## config.mk

```make
export PLATFORM = sky130hd
export DESIGN_NAME = cals_core
export DESIGN_NICKNAME = d
export VERILOG_FILES = /design/src/cals_pkg.sv /design/src/cals_dec_if.sv /design/src/cals_decode.sv /design/src/cals_core.sv
export SDC_FILE = /design/constraint.sdc
export NUM_CORES = 1
export LEC_CHECK = 0
export ABC_AREA = 1
export BUFFER_PORTS_ARGS = -buffer_cell sky130_fd_sc_hd__clkbuf_2
export CAP_MARGIN = 20
export CORE_MARGIN = 2
export CORE_UTILIZATION = 55
export CTS_BUF_LIST = sky130_fd_sc_hd__clkbuf_2
export DETAILED_ROUTE_END_ITERATION = 6
export PLACE_DENSITY_LB_ADDON = 0.08
export SYNTH_ARGS = -nofsm -noshare
export SYNTH_HDL_FRONTEND = slang
export SYNTH_SLANG_ARGS = --single-unit
```

## constraint.sdc

```tcl
create_clock -name clk_in -period 12.75 [get_ports clk_in]
set_input_delay 0.6375 -clock clk_in [delete_from_list [all_inputs] [get_ports clk_in]]
set_output_delay 0.6375 -clock clk_in [all_outputs]
set_load 0.01 [all_outputs]
```

## src/cals_pkg.sv

```systemverilog
// Purpose: Shared constants and types for the addressing and load/store core
// Assumes: 8-bit data space, 12-bit program space, one 10 MHz clock
// Notes:   Opcode patterns use casez wildcards; phase counts are cycles
package cals_pkg;

  // ==========================================================================
  // Widths and spaces
  localparam int PC_W = 12;
  localparam int DATA_W = 8;
  localparam int STACK_DEPTH = 6;
  localparam logic [7:0] SCR_BASE = 8'h80;
  localparam logic [11:0] PC_RST = 12'h000;
  localparam logic [7:0] ACC_RST = 8'h00;

  // ==========================================================================
  // Cycle counts and instruction lengths
  localparam logic [2:0] CYC_SHORT = 3'h2;
  localparam logic [2:0] CYC_MEM = 3'h4;
  localparam logic [2:0] CYC_BTEST = 3'h5;
  localparam logic [1:0] LEN_1 = 2'h1;
  localparam logic [1:0] LEN_2 = 2'h2;
  localparam logic [1:0] LEN_3 = 2'h3;

  // ==========================================================================
  // Opcode patterns
  localparam logic [7:0] OPC_SHORT = 8'b0000_?0??;
  localparam logic [7:0] OPC_BTEST = 8'b0001_????;
  localparam logic [7:0] OPC_INDIR = 8'b001?_000?;
  localparam logic [7:0] OPC_LD_DIR = 8'h40;
  localparam logic [7:0] OPC_ST_DIR = 8'h41;
  localparam logic [7:0] OPC_LDI_A = 8'h42;
  localparam logic [7:0] OPC_LDI_M = 8'h43;
  localparam logic [7:0] OPC_RET = 8'h44;
  localparam logic [7:0] OPC_NOP = 8'h45;
  localparam logic [7:0] OPC_CALL = 8'b0101_????;
  localparam logic [7:0] OPC_JUMP = 8'b0110_????;
  localparam logic [7:0] OPC_BIT = 8'b0111_????;
  localparam logic [7:0] OPC_REL = 8'b1???_????;
  // Field positions
  localparam int PTR_BIT = 4;
  localparam int DIR_BIT = 4;
  localparam int SENSE_BIT = 3;

  // ==========================================================================
  // Addressing modes and operations
  typedef enum logic [3:0] {
    MODE_SHORT, MODE_INDIRECT, MODE_DIRECT, MODE_IMM, MODE_IMM_MEM,
    MODE_EXT, MODE_REL, MODE_BIT, MODE_BITTEST, MODE_INH
  } cals_mode_t;

  typedef enum logic [3:0] {
    OP_LOAD, OP_STORE, OP_LOADI_A, OP_LOADI_M, OP_JUMP, OP_CALL,
    OP_RET, OP_NOP, OP_BSET, OP_BCLR, OP_BTEST, OP_BRANCH
  } cals_op_t;

  // Scratch cells sit at 80h..83h and live inside the core
  function automatic logic is_scratch(input logic [7:0] addr);
    return addr[7:2] == SCR_BASE[7:2];
  endfunction

endpackage

```

## src/cals_dec_if.sv

```systemverilog
// Purpose: Carries an opcode to the decoder and its decoded fields back
// Assumes: Purely combinational path within one cycle
// Notes:   Modport dec for the decoder, core for the sequencer
`timescale 1ns/10ps
`default_nettype none
interface cals_dec_if;
  import cals_pkg::*;
  logic [7:0] opcode;
  cals_mode_t mode;
  cals_op_t op;
  logic [1:0] len;
  logic [2:0] ncyc;
  logic [2:0] bitn;
  logic sense;
  logic ptr_sel;
  logic [1:0] reg_sel;
  logic legal;
  modport dec(input opcode, output mode, op, len, ncyc, bitn, sense,
              ptr_sel, reg_sel, legal);
  modport core(output opcode, input mode, op, len, ncyc, bitn, sense,
               ptr_sel, reg_sel, legal);
endinterface
`default_nettype wire

```

## src/cals_decode.sv

```systemverilog
// Purpose: Opcode decoder: addressing mode, operation, length and cycles
// Assumes: Opcode is stable for the whole cycle
// Notes:   Unknown opcodes decode as a one-byte, two-cycle no-op
`timescale 1ns/10ps
`default_nettype none
module cals_decode (
  cals_dec_if.dec dif
);
  import cals_pkg::*;

  // ==========================================================================
  // Field extraction, shared by every group
  assign dif.bitn = dif.opcode[2:0];
  assign dif.sense = dif.opcode[SENSE_BIT];
  // RULE12: pointer chosen by bit 4
  assign dif.ptr_sel = dif.opcode[PTR_BIT];
  assign dif.reg_sel = dif.opcode[1:0];

  // ==========================================================================
  // Group decode
  // RULE14: subset of the opcode map
  always_comb begin
    dif.mode = MODE_INH;
    dif.op = OP_NOP;
    dif.len = LEN_1;
    dif.ncyc = CYC_SHORT;
    dif.legal = 1'b1;
    casez (dif.opcode)
      // RULE5: register picked by opcode, no address byte
      OPC_SHORT: begin
        dif.mode = MODE_SHORT;
        dif.op = dif.opcode[3] ? OP_STORE : OP_LOAD;
        dif.ncyc = CYC_MEM;
      end
      // RULE10: three-byte bit test
      OPC_BTEST: begin
        dif.mode = MODE_BITTEST;
        dif.op = OP_BTEST;
        dif.len = LEN_3;
        dif.ncyc = CYC_BTEST;
      end
      OPC_INDIR: begin
        dif.mode = MODE_INDIRECT;
        dif.op = dif.opcode[0] ? OP_STORE : OP_LOAD;
        dif.ncyc = CYC_MEM;
      end
      // RULE17: two- and three-byte load forms
      OPC_LD_DIR, OPC_ST_DIR: begin
        dif.mode = MODE_DIRECT;
        dif.op = dif.opcode[0] ? OP_STORE : OP_LOAD;
        dif.len = LEN_2;
        dif.ncyc = CYC_MEM;
      end
      OPC_LDI_A: begin
        dif.mode = MODE_IMM;
        dif.op = OP_LOADI_A;
        dif.len = LEN_2;
        dif.ncyc = CYC_MEM;
      end
      OPC_LDI_M: begin
        dif.mode = MODE_IMM_MEM;
        dif.op = OP_LOADI_M;
        dif.len = LEN_3;
        dif.ncyc = CYC_MEM;
      end
      // RULE13: one byte, opcode alone
      OPC_RET: begin
        dif.op = OP_RET;
      end
      OPC_NOP: begin
        dif.op = OP_NOP;
      end
      OPC_CALL, OPC_JUMP: begin
        dif.mode = MODE_EXT;
        dif.op = dif.opcode[5] ? OP_JUMP : OP_CALL;
        dif.len = LEN_2;
        dif.ncyc = CYC_MEM;
      end
      OPC_BIT: begin
        dif.mode = MODE_BIT;
        dif.op = dif.opcode[3] ? OP_BCLR : OP_BSET;
        dif.len = LEN_2;
        dif.ncyc = CYC_MEM;
      end
      // RULE7: condition, direction and magnitude fields
      OPC_REL: begin
        dif.mode = MODE_REL;
        dif.op = OP_BRANCH;
      end
      default: begin
        dif.legal = 1'b0;
      end
    endcase
  end

endmodule // cals_decode
`default_nettype wire

```

## src/cals_core.sv

```systemverilog
// Purpose: Fetch, operand addressing and load/store sequencing of the core
// Assumes: Program and data memories answer in the cycle the address stands
// Notes:   Scratch cells 80h..83h are held here and never reach the bus
//
// Summary of operation
// RULE1: Opcodes and immediate constants come from program space only.
// RULE2: Return addresses go to a six-cell 12-bit stack.
// RULE3: Immediate operand is the byte right after the opcode.
// RULE4: Direct mode uses the next byte as 8-bit data address.
// RULE5: Short-direct opcode selects one of the cells 80h..83h.
// RULE6: Jump and call target is opcode low nibble then next byte.
// RULE7: Relative opcode holds condition, direction bit and 4-bit magnitude.
// RULE8: Taken relative branch spans -15..+16; else next instruction follows.
// RULE9: Bit set or clear changes only the chosen bit.
// RULE10: Bit test branch is three bytes, displacement -127..+128.
// RULE11: Any data-space bit can steer a branch.
// RULE12: Indirect mode uses cell 80h or 81h, chosen by bit 4.
// RULE13: Inherent instructions are one byte, opcode alone.
// RULE14: Decoder covers the instruction groups; unknown opcodes are flagged.
// RULE15: Loads and stores move data between accumulator and memory.
// RULE16: Immediate-to-memory writes a program constant to any address.
// RULE17: Load forms take one to three bytes and four cycles.
// RULE18: Loads and stores update zero; immediate-to-memory keeps flags.
`timescale 1ns/10ps
`default_nettype none
module cals_core #(
  parameter int STACK_CELLS = cals_pkg::STACK_DEPTH
) (
  input wire logic clk_in,
  input wire logic rst_in,
  output logic [cals_pkg::PC_W-1:0] prog_addr_out,
  input wire logic [cals_pkg::DATA_W-1:0] prog_data_in,
  output logic [cals_pkg::DATA_W-1:0] data_addr_out,
  input wire logic [cals_pkg::DATA_W-1:0] data_rdata_in,
  output logic [cals_pkg::DATA_W-1:0] data_wdata_out,
  output logic data_we_out,
  output logic [cals_pkg::DATA_W-1:0] acc_out,
  output logic zero_out,
  output logic carry_out,
  output logic [cals_pkg::PC_W-1:0] pc_out,
  output logic instr_done_out,
  output logic bad_opcode_out
);
  import cals_pkg::*;

  // ==========================================================================
  // State
  typedef struct packed {
    logic [2:0] ph;
    logic [11:0] pc;
    logic [11:0] fa;
    logic [7:0] ir;
    logic [7:0] b1;
    logic [7:0] b2;
    logic [7:0] acc;
    logic z;
    logic c;
    logic [3:0][7:0] scr;
    logic [STACK_CELLS-1:0][11:0] stk;
    logic [7:0] daddr;
    logic [7:0] dwd;
    logic dwe;
    logic bad;
  } cals_state_t;

  cals_state_t s;
  cals_state_t next_s;
  cals_dec_if dif();
  logic [2:0] last_ph;
  logic [7:0] operand;
  logic [7:0] mask;
  logic [7:0] wval;
  logic wr;
  logic taken;
  logic [11:0] next_pc;

  cals_decode u_dec (
    .dif(dif)
  );

  // RULE1: opcode straight from program space in phase 0
  assign dif.opcode = (s.ph == 3'h0) ? prog_data_in : s.ir;
  assign last_ph = dif.ncyc - 3'h1;
  // Scratch cells are internal so a short access needs no bus cycle
  assign operand = is_scratch(s.daddr) ? s.scr[s.daddr[1:0]] : data_rdata_in;
  assign mask = 8'h01 << dif.bitn;

  // ==========================================================================
  // Sequencer: phase 0 opcode, 1 and 2 operand bytes, last phase retires
  always_comb begin
    next_s = s;
    next_s.dwe = 1'b0;
    wr = 1'b0;
    wval = 8'h00;
    taken = 1'b0;
    next_pc = s.pc + {10'h000, dif.len};
    case (s.ph)
      3'h0: begin
        next_s.ir = prog_data_in;
        next_s.fa = s.pc + 12'h001;
        next_s.bad = !dif.legal;
        // RULE5: short cell address from opcode
        if (dif.mode == MODE_SHORT) begin
          next_s.daddr = SCR_BASE | {6'h00, dif.reg_sel};
        end
        // RULE12: pointer cell content is the address
        if (dif.mode == MODE_INDIRECT) begin
          next_s.daddr = s.scr[{1'b0, dif.ptr_sel}];
        end
      end
      3'h1: begin
        next_s.b1 = prog_data_in;
        next_s.fa = s.pc + 12'h002;
        // RULE4: second byte is the data address
        if (dif.mode inside {MODE_DIRECT, MODE_BIT, MODE_BITTEST,
                             MODE_IMM_MEM}) begin
          next_s.daddr = prog_data_in;
        end
      end
      3'h2: begin
        next_s.b2 = prog_data_in;
        case (dif.op)
          // RULE15: memory to accumulator
          OP_LOAD: begin
            next_s.acc = operand;
            // RULE18: zero from moved value
            next_s.z = (operand == 8'h00);
          end
          OP_STORE: begin
            wr = 1'b1;
            wval = s.acc;
            next_s.z = (s.acc == 8'h00);
          end
          // RULE3: constant is the byte after the opcode
          OP_LOADI_A: begin
            next_s.acc = s.b1;
            next_s.z = (s.b1 == 8'h00);
          end
          // RULE16: third byte written, flags kept
          OP_LOADI_M: begin
            wr = 1'b1;
            wval = prog_data_in;
          end
          // RULE9: only the selected bit changes
          OP_BSET: begin
            wr = 1'b1;
            wval = operand | mask;
          end
          OP_BCLR: begin
            wr = 1'b1;
            wval = operand & ~mask;
          end
          // RULE11: tested bit lands in carry
          OP_BTEST: begin
            next_s.c = operand[dif.bitn];
          end
          default: begin
          end
        endcase
        if (wr && is_scratch(s.daddr)) begin
          next_s.scr[s.daddr[1:0]] = wval;
        end else if (wr) begin
          next_s.dwe = 1'b1;
          next_s.dwd = wval;
        end
      end
      default: begin
      end
    endcase
    // Program counter and stack at the last phase
    case (dif.op)
      // RULE6: nibble then byte forms the target
      OP_JUMP, OP_CALL: begin
        next_pc = {s.ir[3:0], s.b1};
      end
      OP_RET: begin
        next_pc = s.stk[0];
      end
      // RULE8: condition picks target or next instruction
      OP_BRANCH: begin
        taken = (s.ir[6] ? s.c : s.z) == s.ir[5];
        if (taken && !s.ir[DIR_BIT]) begin
          next_pc = s.pc + 12'h001 + {8'h00, s.ir[3:0]};
        end else if (taken) begin
          next_pc = s.pc - {8'h00, s.ir[3:0]};
        end
      end
      // RULE10: signed displacement from own address
      OP_BTEST: begin
        taken = (s.c == dif.sense);
        if (taken) begin
          next_pc = s.pc + 12'h001 + {{4{s.b2[7]}}, s.b2};
        end
      end
      default: begin
      end
    endcase
    if (s.ph == last_ph) begin
      next_s.ph = 3'h0;
      next_s.pc = next_pc;
      next_s.fa = next_pc;
      // RULE2: push shifts deeper, oldest cell is lost
      if (dif.op == OP_CALL) begin
        next_s.stk = {s.stk[STACK_CELLS-2:0], s.pc + 12'h002};
      end else if (dif.op == OP_RET) begin
        next_s.stk = {12'h000, s.stk[STACK_CELLS-1:1]};
      end
    end else begin
      next_s.ph = s.ph + 3'h1;
    end
  end

  // ==========================================================================
  // State register
  always_ff @(posedge clk_in or posedge rst_in) begin
    if (rst_in) begin
      s <= '0;
      s.pc <= PC_RST;
      s.fa <= PC_RST;
      s.acc <= ACC_RST;
    end else begin
      s <= next_s;
    end
  end

  // ==========================================================================
  // Outputs, all from the state register except the done strobe
  assign prog_addr_out = s.fa;
  assign data_addr_out = s.daddr;
  assign data_wdata_out = s.dwd;
  assign data_we_out = s.dwe;
  assign acc_out = s.acc;
  assign zero_out = s.z;
  assign carry_out = s.c;
  assign pc_out = s.pc;
  assign bad_opcode_out = s.bad;
  // RULE17: retire strobe on the last phase
  assign instr_done_out = (s.ph == last_ph);
endmodule // cals_core
`default_nettype wire

```

## Word-level counts from Yosys, hierarchy flattened

Cells that the tools add are included.

| word-level totals | value |
|---|---|
| register bits | 183 |
| input port bits | 18 |
| output and inout port bits | 53 |
| logic and storage cells | 151 |

| cells by class | value |
|---|---|
| $add $sub $neg | 8 |
| magnitude comparators | 4 |
| eq/ne operators | 34 |
| shifts and indexed selects | 1 |
| multiplexer cells | 43 |
| bitwise operators | 4 |
| reduce and logical (&&, ||, !) cells | 34 |

Operators with widths:

| kind | count |
|---|---|
| $mux 72 | 2 |
| $mux 8 | 10 |
| $pmux 4 s9 | 2 |
| $eq 8x7->1 const B | 6 |
| $mux 12 | 4 |
| $pmux 12 s4 | 1 |
| $bwmux 32 | 1 |
| $eq 4x3->1 const B | 8 |
| $pmux 8 s2 | 2 |
| $pmux 8 s4 | 1 |
| $logic_not 8->1 | 3 |
| $pmux 12 s2 | 1 |
| $eq 4x4->1 const B | 5 |
| $bmux 8 s2 | 1 |
| $demux 8 s2 | 1 |
| $reduce_or 13->1 | 1 |
| $add 12x1->12 const B | 1 |
| $add 12x12->12 | 1 |
| $add 12x2->12 | 1 |
| $add 12x2->12 const B | 1 |
| $add 12x4->12 | 1 |
| $eq 4x1->1 const B | 3 |
| $eq 4x2->1 const B | 3 |
| $mux 1 | 12 |
| other kinds (40) | 56 |

## Longest topological paths before layout

Gate-level depths: netlist of the first run.

| logic depth | value |
|---|---|
| word-level depth | 12 |
| gate-level depth with buffers | 27 |
| mapped depth without buffers | 26 |

## Cells and area by module

From an unflattened synthesis of the first run, not the netlist that was laid out.

| second synthesis, totals | value |
|---|---|
| cell total of the unflattened synthesis | 1693 |
| area total of the unflattened synthesis | 12176.7 sq um |

By module, submodules not included:

| module | instances | cells each | area each (sq um) | seq. area each (sq um) |
|---|---|---|---|---|
| cals_core | 1 | 1602 | 11768.8 | 4579.4 |
| cals_decode | 1 | 91 | 407.9 | 0.0 |

## Worst setup path after synthesis of the first run

OpenSTA, ideal clock, no wires.

| timing | value |
|---|---|
| path type | register to register |
| start | register s[180] (netlist name) |
| end | register s (netlist bit prog_addr_out[4]) |
| library setup time | 113 ps |
| data arrival time | 3353 ps |
| data required time | 12637 ps |
| path slack | 9284 ps |
| cell stages (with the launch flop) | 24 |
| path buffers | 1 |
| clock period less this slack | 3466 ps |
| path through | dfrtp_1 inv_1 ha_1 buf_4 nand3_1 nand2_2 inv_2 nand2_1 nor2_1 nand2_2 inv_1 nor3_1 ha_1 inv_1 fa_1 nor2_1 xor2_1 nand2_1 o211ai_1 o2111ai_1 o21ai_0 nand2_1 nand2_1 inv_1 |

| on the way | value |
|---|---|
| word-level cells in the longest chain between the ends | 10 |
| elaborated cells on any way between the ends | 43 |
| those cells by class | add/sub (2); eq/ne (18); mux (14); reduce/logical (9) |

RTL lines:

| element | line | text |
|---|---|---|
| start, declared | cals_core.sv:66 | `cals_state_t s;` |
| start signal, assigned | cals_core.sv:222 | `s <= next_s;` |
| $logic_not 3->1 * | cals_core.sv:82 | `assign dif.opcode = (s.ph == 3'h0) ? prog_data_in : s.ir;` |
| $mux 8 * | -- |  |
| named net dif.bitn[0] | cals_dec_if.sv:13 | `logic [2:0] bitn;` |
| $eq 8x7->1 | cals_decode.sv:28 | `casez (dif.opcode)` |
| $reduce_or 6->1 (no source line) or $reduce_or 2->1 (tied branches) | -- |  |
| $pmux 2 s2 | cals_decode.sv:28 |  |
| $add 12x2->12 | cals_core.sv:96 | `next_pc = s.pc + {10'h000, dif.len};` |
| $mux 12 | cals_core.sv:184 | `end else if (taken) begin` |
| $mux 12 | cals_core.sv:182 | `if (taken && !s.ir[DIR_BIT]) begin` |
| $pmux 12 s4 | cals_core.sv:171 | `case (dif.op)` |
| $mux 12 | cals_core.sv:198 | `if (s.ph == last_ph) begin` |

Mark *: on every way through the listed nets, which the timed path passes. The rest lies on a longest branch.
A chain may end at the register's enable or synchronous reset.

## Final worst setup path of the first run

| timing | value |
|---|---|
| start | register s[180] (netlist name) |
| end | output instr_done_out |

| on the way | value |
|---|---|
| word-level cells in the longest chain between the ends | 7 |
| elaborated cells on any way between the ends | 16 |
| those cells by class | add/sub (1); eq/ne (10); mux (2); reduce/logical (3) |

RTL lines:

| element | line | text |
|---|---|---|
| $logic_not 3->1 * | cals_core.sv:82 |  |
| $mux 8 * | -- |  |
| named net dif.bitn[1] | cals_dec_if.sv:13 |  |
| $eq 8x7->1 or $eq 6x4->1 (tied branches) | cals_decode.sv:28 |  |
| $reduce_or 9->1 (no source line) * | -- |  |
| $pmux 3 s2 * | cals_decode.sv:28 |  |
| $sub 3x1->3 * | cals_core.sv:83 | `assign last_ph = dif.ncyc - 3'h1;` |
| $eq 3x3->1 * | cals_core.sv:238 | `assign instr_done_out = (s.ph == last_ph);` |
| end, declared | cals_core.sv:41 | `output logic instr_done_out,` |

Marks and branches as above.

==> impl_metrics.prom, run 1 <==
# TYPE chip_impl_metric gauge
chip_impl_metric{name="multiInputGateArea",unit="um^2"} 6090
chip_impl_metric{name="placementRows",unit=""} 54
chip_impl_metric{name="worst_slack",unit="ns"} 7.31
chip_impl_metric{name="setup_slack_at_placement",unit="ns"} 7.48
chip_impl_metric{name="grt_max_degree",unit=""} 104
chip_impl_metric{name="drcViolationCount",unit=""} 6
chip_impl_metric{name="max-cap-violations",unit=""} 0
chip_impl_metric{name="post-route-cell-area",unit="um^2"} 12500
chip_impl_metric{name="design.final.nets",unit=""} 1779
chip_impl_metric{name="die_area",unit="um^2"} 23200
chip_impl_metric{name="fp.coreArea",unit="um^2"} 21700
chip_impl_metric{name="mappedNetlistNets",unit=""} 1793
chip_impl_info{name="criticalPathCategory",value="reg2out"} 1
chip_impl_metric{name="filler_cell_count",unit=""} 2113
chip_impl_metric{name="drt-wirelength-per-cell",unit="um"} 17.9
chip_impl_metric{name="yosys_warnings",unit=""} 0
chip_impl_info{name="timing.hold.worst.class",value="in2reg"} 1
chip_impl_metric{name="insertion_delay",unit="ns"} 0.85
chip_impl_info{name="yosys_most_used_dff",value="sky130_fd_sc_hd__dfrtp_1"} 1
chip_impl_metric{name="setup_total_negative_slack",unit="ns"} 0
chip_impl_metric{name="dieHeight",unit="um"} 152
chip_impl_info{name="setup.worst_path.end_class",value="primary output"} 1
chip_impl_metric{name="crit_required",unit="ns"} 12.11
chip_impl_metric{name="vias_in_the_first_global_route",unit=""} 10454
chip_impl_metric{name="max_slew_margin",unit="%"} 38.7
chip_impl_metric{name="setup_viol_count_final",unit=""} 0
chip_impl_metric{name="timing.critical_path.fanout_max",unit=""} 23
chip_impl_metric{name="combined_area_of_all_synthesized_cells",unit="um^2"} 12100
chip_impl_metric{name="grt_antenna_before_repair",unit=""} 1
chip_impl_metric{name="layout-drive-gt1-share",unit="%"} 9.63
chip_impl_metric{name="final-hold-violation-count",unit=""} 0
chip_impl_metric{name="fraction_of_the_yosys_area_taken_by_sequential_cells",unit="%"} 37.9
chip_impl_metric{name="post-cts-setup-buffer-count",unit=""} 0
chip_impl_metric{name="hold_buffers",unit=""} 1
chip_impl_metric{name="gp_congestion",unit=""} 0.971
chip_impl_metric{name="critPathArrivalTime",unit="ns"} 4.80
chip_impl_metric{name="buffer_ports.inserted",unit=""} 70
chip_impl_metric{name="post_synth_inst_count",unit=""} 1745
chip_impl_metric{name="yosys.cell_types.count",unit=""} 42
chip_impl_info{name="cpMostUsedCell",value="sky130_fd_sc_hd__nand2_1"} 1
chip_impl_metric{name="clock_path_buffers",unit=""} 2
chip_impl_info{name="synth.cells.most_frequent",value="559 x sky130_fd_sc_hd__nand2_1, 212 x sky130_fd_sc_hd__o21ai_0, 191 x sky130_fd_sc_hd__inv_1, 183 x sky130_fd_sc_hd__dfrtp_1, 112 x sky130_fd_sc_hd__nor2_1"} 1
chip_impl_metric{name="final-max-slew-violation-count",unit=""} 0
chip_impl_metric{name="numClockSinks",unit=""} 183
chip_impl_metric{name="drtIter0Drc",unit=""} 1272
chip_impl_metric{name="fmaxAchievable",unit="MHz"} 184
chip_impl_metric{name="postCtsResizedCells",unit=""} 0
chip_impl_metric{name="tightestPinTransition",unit="ns"} 0.915
chip_impl_metric{name="final_util",unit="%"} 57.8
chip_impl_metric{name="via_per_inst",unit=""} 5.66
chip_impl_info{name="synth_area_leaders",value="sky130_fd_sc_hd__dfrtp_1 38%, sky130_fd_sc_hd__nand2_1 17%, sky130_fd_sc_hd__o21ai_0 8.8%, sky130_fd_sc_hd__inv_1 5.9%, sky130_fd_sc_hd__nor2_1 3.5%"} 1
chip_impl_metric{name="postRouteWirelength",unit="um"} 36200
chip_impl_metric{name="clk_transition_reported_paths",unit="ns"} 0.32
chip_impl_metric{name="finalClockSkew",unit="ns"} 0.0687
chip_impl_metric{name="drt_first_pass_iters",unit=""} 7
chip_impl_info{name="synthDominantAreaCellType",value="sky130_fd_sc_hd__dfrtp_1"} 1
chip_impl_info{name="failing_checks",value="DRC"} 1
chip_impl_metric{name="place_area",unit="um^2"} 12200
chip_impl_metric{name="synth-edff-count",unit=""} 0
chip_impl_metric{name="vias",unit=""} 11459
chip_impl_metric{name="ys_ff_latch",unit=""} 183
chip_impl_info{name="yosysMostFrequentCell",value="sky130_fd_sc_hd__nand2_1"} 1
chip_impl_metric{name="floorplan.initialDensity",unit="%"} 55.8
chip_impl_info{name="rsz_0062_raised_after_global_routing",value="no"} 1
chip_impl_metric{name="number_of_buffers_created_by_cts",unit=""} 17
chip_impl_metric{name="floorplan.die.width",unit="um"} 152
chip_impl_metric{name="synthDominantCellAreaShare",unit="%"} 37.9
chip_impl_metric{name="htree_depth",unit=""} 4
chip_impl_metric{name="grt_usage",unit="%"} 31.1
chip_impl_metric{name="final-seq-area",unit="um^2"} 4580
chip_impl_info{name="cts_tree",value="yes"} 1
chip_impl_info{name="crit_slowest_cell",value="sky130_fd_sc_hd__inv_1"} 1
chip_impl_metric{name="pin_count",unit=""} 71
chip_impl_metric{name="postSynthAreaPerCell",unit="um^2"} 6.93
chip_impl_metric{name="drtAntennaViolNets",unit=""} 0
chip_impl_metric{name="grt_overflow_total",unit=""} 0
chip_impl_metric{name="leakagePower",unit="nW"} 6.37
chip_impl_info{name="critical_path.cell_chain",value="inv_1, ha_1, nand2_4, nand2_1, nand2_2, nand2_1, nor2_1, nand2_1, nand2_1, inv_2, nand2_1, a22oi_1, nand2_2, inv_1, clkbuf_2"} 1
chip_impl_metric{name="power.density_cell_area",unit="nW/um^2"} 290
chip_impl_metric{name="worst_path_largest_cell_delay",unit="ns"} 0.68
chip_impl_metric{name="detailedPlacementHpwl",unit="um"} 27000
chip_impl_metric{name="grt_first_pass_wirelength",unit="um"} 57700
chip_impl_info{name="clk_root_buffer_cell",value="sky130_fd_sc_hd__clkbuf_2"} 1
chip_impl_metric{name="finalCritPeriodShare",unit="%"} 42.7
chip_impl_metric{name="post-route-min-period",unit="ns"} 5.44
chip_impl_metric{name="power.ir.vdd_worst",unit="uV"} 120
chip_impl_info{name="start_kind",value="flop"} 1
chip_impl_metric{name="layout-area-overhead-vs-synth",unit="%"} 3.62
chip_impl_metric{name="synth_async_sr_flop_share",unit="%"} 100
chip_impl_info{name="outcome",value="finished, violations left"} 1
## final timing paths
kind                            depth (start not counted)  slack, ns         startpoint                             to
worst max register to register                         15       7.37   s[180]$_DFF_PP0_              s[84]$_DFFE_PP0P_
max in group asynchronous                               5      11.22             rst_in              s[55]$_DFFE_PP0P_
worst min-delay path                                    3       0.09    prog_data_in[4]   data_addr_out[4]$_DFFE_PP0P_
worst min register to register                          2       0.51  s[73]$_DFFE_PP0P_              s[85]$_DFFE_PP0P_
min in group asynchronous                               3       0.39             rst_in  data_wdata_out[3]$_DFFE_PP0P_
worst max-delay path                                   15       7.31   s[180]$_DFF_PP0_                 instr_done_out
## logic make-up after synthesis
| kind of cell | after synthesis | synth area share (%) |
|---|---|---|
| AND/OR/NAND/NOR | 831 | 28.8 |
| AO/OA/AOI/OAI | 359 | 16.1 |
| buffers and inverters | 314 | 11.8 |
| flip-flops | 183 | 37.9 |
| adder cells (fa/ha/maj) | 30 | 3.35 |
| XOR/XNOR | 28 | 2.03 |
## stage by stage
step           total power [mW]  hold WS, ns  std cells
4_1_cts                    3.60       0.0750       2022
3_5_place_dp               3.23        0.464       1989
2_1_floorplan              2.67        0.449       1745
5_1_grt                    3.96       0.0599       2026
6_report                   3.63       0.0860       2026
3_3_place_gp               3.21        0.461       1989
## state kept, by name, summed over array words and instances (netlist names)
signal / count
zero_out: 1
prog_addr_out: 12
data_we_out: 1
s: 131
data_addr_out: 8
data_wdata_out: 8
acc_out: 8
carry_out: 1
pc_out: 12
bad_opcode_out: 1
## critical path, delay by kind of cell, from the launching register on
family          cells  cell delay (ns)
buf+inv             4             1.14
compound gates      1             0.17
simple gates        9             1.71
fa+ha+maj           1             0.49
flops               1             0.49
## cells in the final DEF, fill, tap and decap left out, drive strengths merged, types with 3 or more instances in the layout
| cell type | Yosys | final |
|---|---|---|
| nand4 | 20 | 20 |
| a22oi | 7 | 7 |
| inv | 203 | 214 |
| nand3b | 3 | 3 |
| o22ai | 20 | 20 |
| o21ai | 252 | 252 |
| xor2 | 25 | 25 |
| buf | 70 | 7 |
| o211ai | 16 | 16 |
| a21oi | 41 | 41 |
| dfrtp | 183 | 183 |
| ha | 26 | 26 |
| clkbuf | 41 | 87 |
| o2111ai | 5 | 5 |
| fa | 4 | 4 |
| nand3 | 87 | 87 |
| o31ai | 4 | 4 |
| xnor2 | 3 | 3 |
| or2 | 12 | 12 |
| nand2 | 574 | 574 |
| a31oi | 7 | 7 |
| nor3 | 11 | 11 |
| nor4 | 3 | 3 |
| clkinv | 0 | 4 |
| nor2 | 121 | 121 |
## metal layers
metal | global-route usage (%) | share of wire [%] | routed length (um) | vias up
li1 | - | - | - | 5556
met1 | 49.0 | 48 | 17200 | 5434
met2 | 45.6 | 43 | 15500 | 423
met3 | 3.73 | 7.2 | 2610 | 46
met4 | 7.65 | 2.3 | 823 | 0
met5 | 0 | 0 | 0 | -
## cell type report
class | instances | area share, %
multi-input combinational | 1248 | 48.6
sequential | 183 | 36.5
inverter | 203 | 6.14
timing repair buffer | 78 | 3.45
tap | 280 | 2.80
clock inverter | 15 | 1.75
clock buffer | 17 | 0.679
antenna | 2 | 0.0399
## report_power, final
group | internal [mW] | total (mW) | switching [mW]
Combinational | 0.699 | 2.26 | 1.56
Sequential | 0.814 | 1.01 | 0.197
Clock | 0.0828 | 0.356 | 0.274
Total | 1.60 | 3.63 | 2.03
(Power assumes the default switching activity.)
==> inputs of run 2 (changes only) <==
clock period = 5.1 ns   (was 12.75 ns; I/O delays follow)
==> run 2 against run 1 <==
Effect of this change:
- the flow now finishes without violations
- design area is 1.5% higher
- final cell count is 1.1% higher
- clock power up 130%
- clock skew about the same
- utilization increased by 0.84 points
- flip-flop and latch count unchanged
- critical path depth increased by 2
- critical path type unchanged
==> impl_metrics.prom, run 2 (synthesis results as in run 1) <==
# TYPE chip_impl_metric gauge
chip_impl_info{name="outcome",value="finished clean"} 1
chip_impl_metric{name="floorplan.initialDensity",unit="%"} 55.8
chip_impl_metric{name="leakagePower",unit="nW"} 6.46
chip_impl_metric{name="fmaxAchievable",unit="MHz"} 216
chip_impl_metric{name="clock_path_buffers",unit=""} 2
chip_impl_metric{name="grt_antenna_before_repair",unit=""} 1
chip_impl_metric{name="drcViolationCount",unit=""} 0
chip_impl_metric{name="final-hold-violation-count",unit=""} 0
chip_impl_info{name="cpMostUsedCell",value="sky130_fd_sc_hd__nand2_1"} 1
chip_impl_metric{name="finalClockSkew",unit="ns"} 0.0691
chip_impl_info{name="start_kind",value="flop"} 1
chip_impl_metric{name="vias",unit=""} 11525
chip_impl_metric{name="postRouteWirelength",unit="um"} 37000
chip_impl_info{name="cts_tree",value="yes"} 1
chip_impl_metric{name="postCtsResizedCells",unit=""} 0
chip_impl_metric{name="via_per_inst",unit=""} 5.63
chip_impl_metric{name="layout-area-overhead-vs-synth",unit="%"} 5.13
chip_impl_metric{name="number_of_buffers_created_by_cts",unit=""} 17
chip_impl_metric{name="gp_congestion",unit=""} 1.00
chip_impl_metric{name="layout-drive-gt1-share",unit="%"} 10.1
chip_impl_metric{name="clk_transition_reported_paths",unit="ns"} 0.31
chip_impl_info{name="setup.worst_path.end_class",value="primary output"} 1
chip_impl_metric{name="detailedPlacementHpwl",unit="um"} 27200
chip_impl_metric{name="power.density_cell_area",unit="nW/um^2"} 718
chip_impl_metric{name="hold-worst-slack",unit="ns"} 0.158
chip_impl_metric{name="post-route-min-period",unit="ns"} 4.64
chip_impl_info{name="critical_path.cell_chain",value="inv_1, ha_1, nand2_4, nand2_1, nand2_2, nand2_1, nor2_1, nand2_1, nand2_1, inv_2, nand2_1, a22oi_1, nand2_2, buf_4, inv_1, buf_4, clkbuf_2"} 1
chip_impl_info{name="layout_commonest_cell",value="sky130_fd_sc_hd__nand2_1"} 1
chip_impl_metric{name="filler_cell_count",unit=""} 2145
chip_impl_metric{name="post-route-cell-area",unit="um^2"} 12700
chip_impl_metric{name="htree_depth",unit=""} 4
chip_impl_metric{name="place_area",unit="um^2"} 12300
chip_impl_metric{name="setup_total_negative_slack",unit="ns"} 0
chip_impl_metric{name="setup_viol_count_final",unit=""} 0
chip_impl_info{name="clk_root_buffer_cell",value="sky130_fd_sc_hd__clkbuf_2"} 1
chip_impl_info{name="worst_path_dominant_cell_family",value="simple AND/OR/NAND/NOR gates"} 1
chip_impl_metric{name="tightestPinTransition",unit="ns"} 0.946
chip_impl_metric{name="finalCritPeriodShare",unit="%"} 90.9
chip_impl_metric{name="post-cts-setup-buffer-count",unit=""} 0
chip_impl_metric{name="final-max-slew-violation-count",unit=""} 0
chip_impl_metric{name="grt_first_pass_wirelength",unit="um"} 59300
chip_impl_metric{name="critPathBufInv",unit=""} 6
chip_impl_metric{name="grt_usage",unit="%"} 32.1
chip_impl_metric{name="buffer_ports.inserted",unit=""} 70
chip_impl_metric{name="die_area",unit="um^2"} 23200
chip_impl_info{name="registers.top_by_ff_count",value="s"} 1
chip_impl_metric{name="timing.critical_path.depth",unit=""} 17
chip_impl_metric{name="ff2ff_path_depth",unit=""} 24
chip_impl_metric{name="design.final.nets",unit=""} 1802
chip_impl_metric{name="hold_buffers",unit=""} 13
chip_impl_metric{name="drtAntennaViolNets",unit=""} 0
chip_impl_metric{name="power",unit="mW"} 9.13
chip_impl_info{name="timing.hold.worst.class",value="in2reg"} 1
chip_impl_metric{name="pin_count",unit=""} 71
chip_impl_metric{name="worst_path_largest_cell_delay",unit="ns"} 0.52
chip_impl_metric{name="drt-wirelength-per-cell",unit="um"} 18.1
chip_impl_metric{name="max_slew_margin",unit="%"} 36.9
chip_impl_metric{name="final_util",unit="%"} 58.6
chip_impl_metric{name="vias_in_the_first_global_route",unit=""} 10805
chip_impl_metric{name="drt_first_pass_iters",unit=""} 7
chip_impl_metric{name="crit_required",unit="ns"} 4.85
chip_impl_metric{name="grt_overflow_total",unit=""} 0
chip_impl_metric{name="timing.critical_path.fanout_max",unit=""} 22
chip_impl_info{name="layout.cells.most_common_list",value="559 x sky130_fd_sc_hd__nand2_1, 212 x sky130_fd_sc_hd__o21ai_0, 190 x sky130_fd_sc_hd__inv_1"} 1
chip_impl_info{name="criticalPathCategory",value="reg2out"} 1
chip_impl_metric{name="power.ir.vdd_worst",unit="uV"} 251
chip_impl_metric{name="grt_max_degree",unit=""} 99
chip_impl_info{name="crit_slowest_cell",value="sky130_fd_sc_hd__ha_1"} 1
chip_impl_metric{name="largest_register_ffs",unit=""} 131
chip_impl_metric{name="insertion_delay",unit="ns"} 0.82
chip_impl_metric{name="holdPathStages",unit=""} 5
chip_impl_metric{name="numClockSinks",unit=""} 183
chip_impl_metric{name="fp.coreArea",unit="um^2"} 21700
chip_impl_metric{name="drtIter0Drc",unit=""} 1261
chip_impl_metric{name="placementRows",unit=""} 54
chip_impl_metric{name="critPathArrivalTime",unit="ns"} 4.38
chip_impl_metric{name="max-cap-violations",unit=""} 0
chip_impl_metric{name="floorplan.die.width",unit="um"} 152
chip_impl_metric{name="dieHeight",unit="um"} 152
## run 2: cell count changes in the layout (fill, tap and decap cells not counted), sizes merged
cell         change
clkinv           +5
clkinvlp         +1
dlygate4sd3     +12
diode            -1
inv              -6
buf             +11
## run 2: layer usage
metal	part of all wire, %	routed length, um	track usage [%]
met4	2.2	831	8.59
met1	47	17200	49.0
met5	0	0	0
met3	8.3	3060	5.57
met2	43	15900	47.3
## run 2: where the power goes
| group | switching [mW] | internal [mW] | total (mW) |
|---|---|---|---|
| Sequential | 0.496 | 2.03 | 2.53 |
| Clock | 0.650 | 0.184 | 0.834 |
| Combinational | 3.94 | 1.83 | 5.77 |
## run 2: tightest hold or removal path: stages
cell,delay (ns)
sky130_fd_sc_hd__clkbuf_2,0.08
sky130_fd_sc_hd__o21ai_0,0.21
sky130_fd_sc_hd__a21oi_1,0.20
sky130_fd_sc_hd__o21ai_0,0.11
sky130_fd_sc_hd__nand2_1,0.07
## run 2: path summary, 6_finish.rpt
path                                          from                            end  slack [ns]
max in group asynchronous                   rst_in  prog_addr_out[11]$_DFFE_PP0P_        3.32
worst min-delay path              data_rdata_in[1]         acc_out[1]$_DFFE_PP0P_        0.16
worst max register to register    s[180]$_DFF_PP0_   prog_addr_out[6]$_DFFE_PP0P_        0.53
worst max-delay path              s[180]$_DFF_PP0_                 instr_done_out        0.46
min in group asynchronous                   rst_in              s[55]$_DFFE_PP0P_        0.56
worst min register to register  s[105]$_DFFE_PP0P_             s[105]$_DFFE_PP0P_        0.53
## run 2: per-stage QoR
step,setup WS (ns),cells
after global routing,-0.00221,2048
after CTS,0.543,2047
after detailed placement,0.678,2002
after global placement,0.784,2002
after floorplan,1.63,1745
final,0.462,2048
## run 2: final cells by class
type / instances / area (um^2) / area share [%]
multi-input cells: 1248 / 6090 / 47.9
inverters: 203 / 766 / 6.02
clock buffers: 17 / 85.1 / 0.669
flip-flops and latches: 183 / 4580 / 36.0
diodes: 1 / 2.50 / 0.0197
repair buffers: 101 / 641 / 5.04
clock inverters: 15 / 200 / 1.57
well taps: 280 / 350 / 2.76
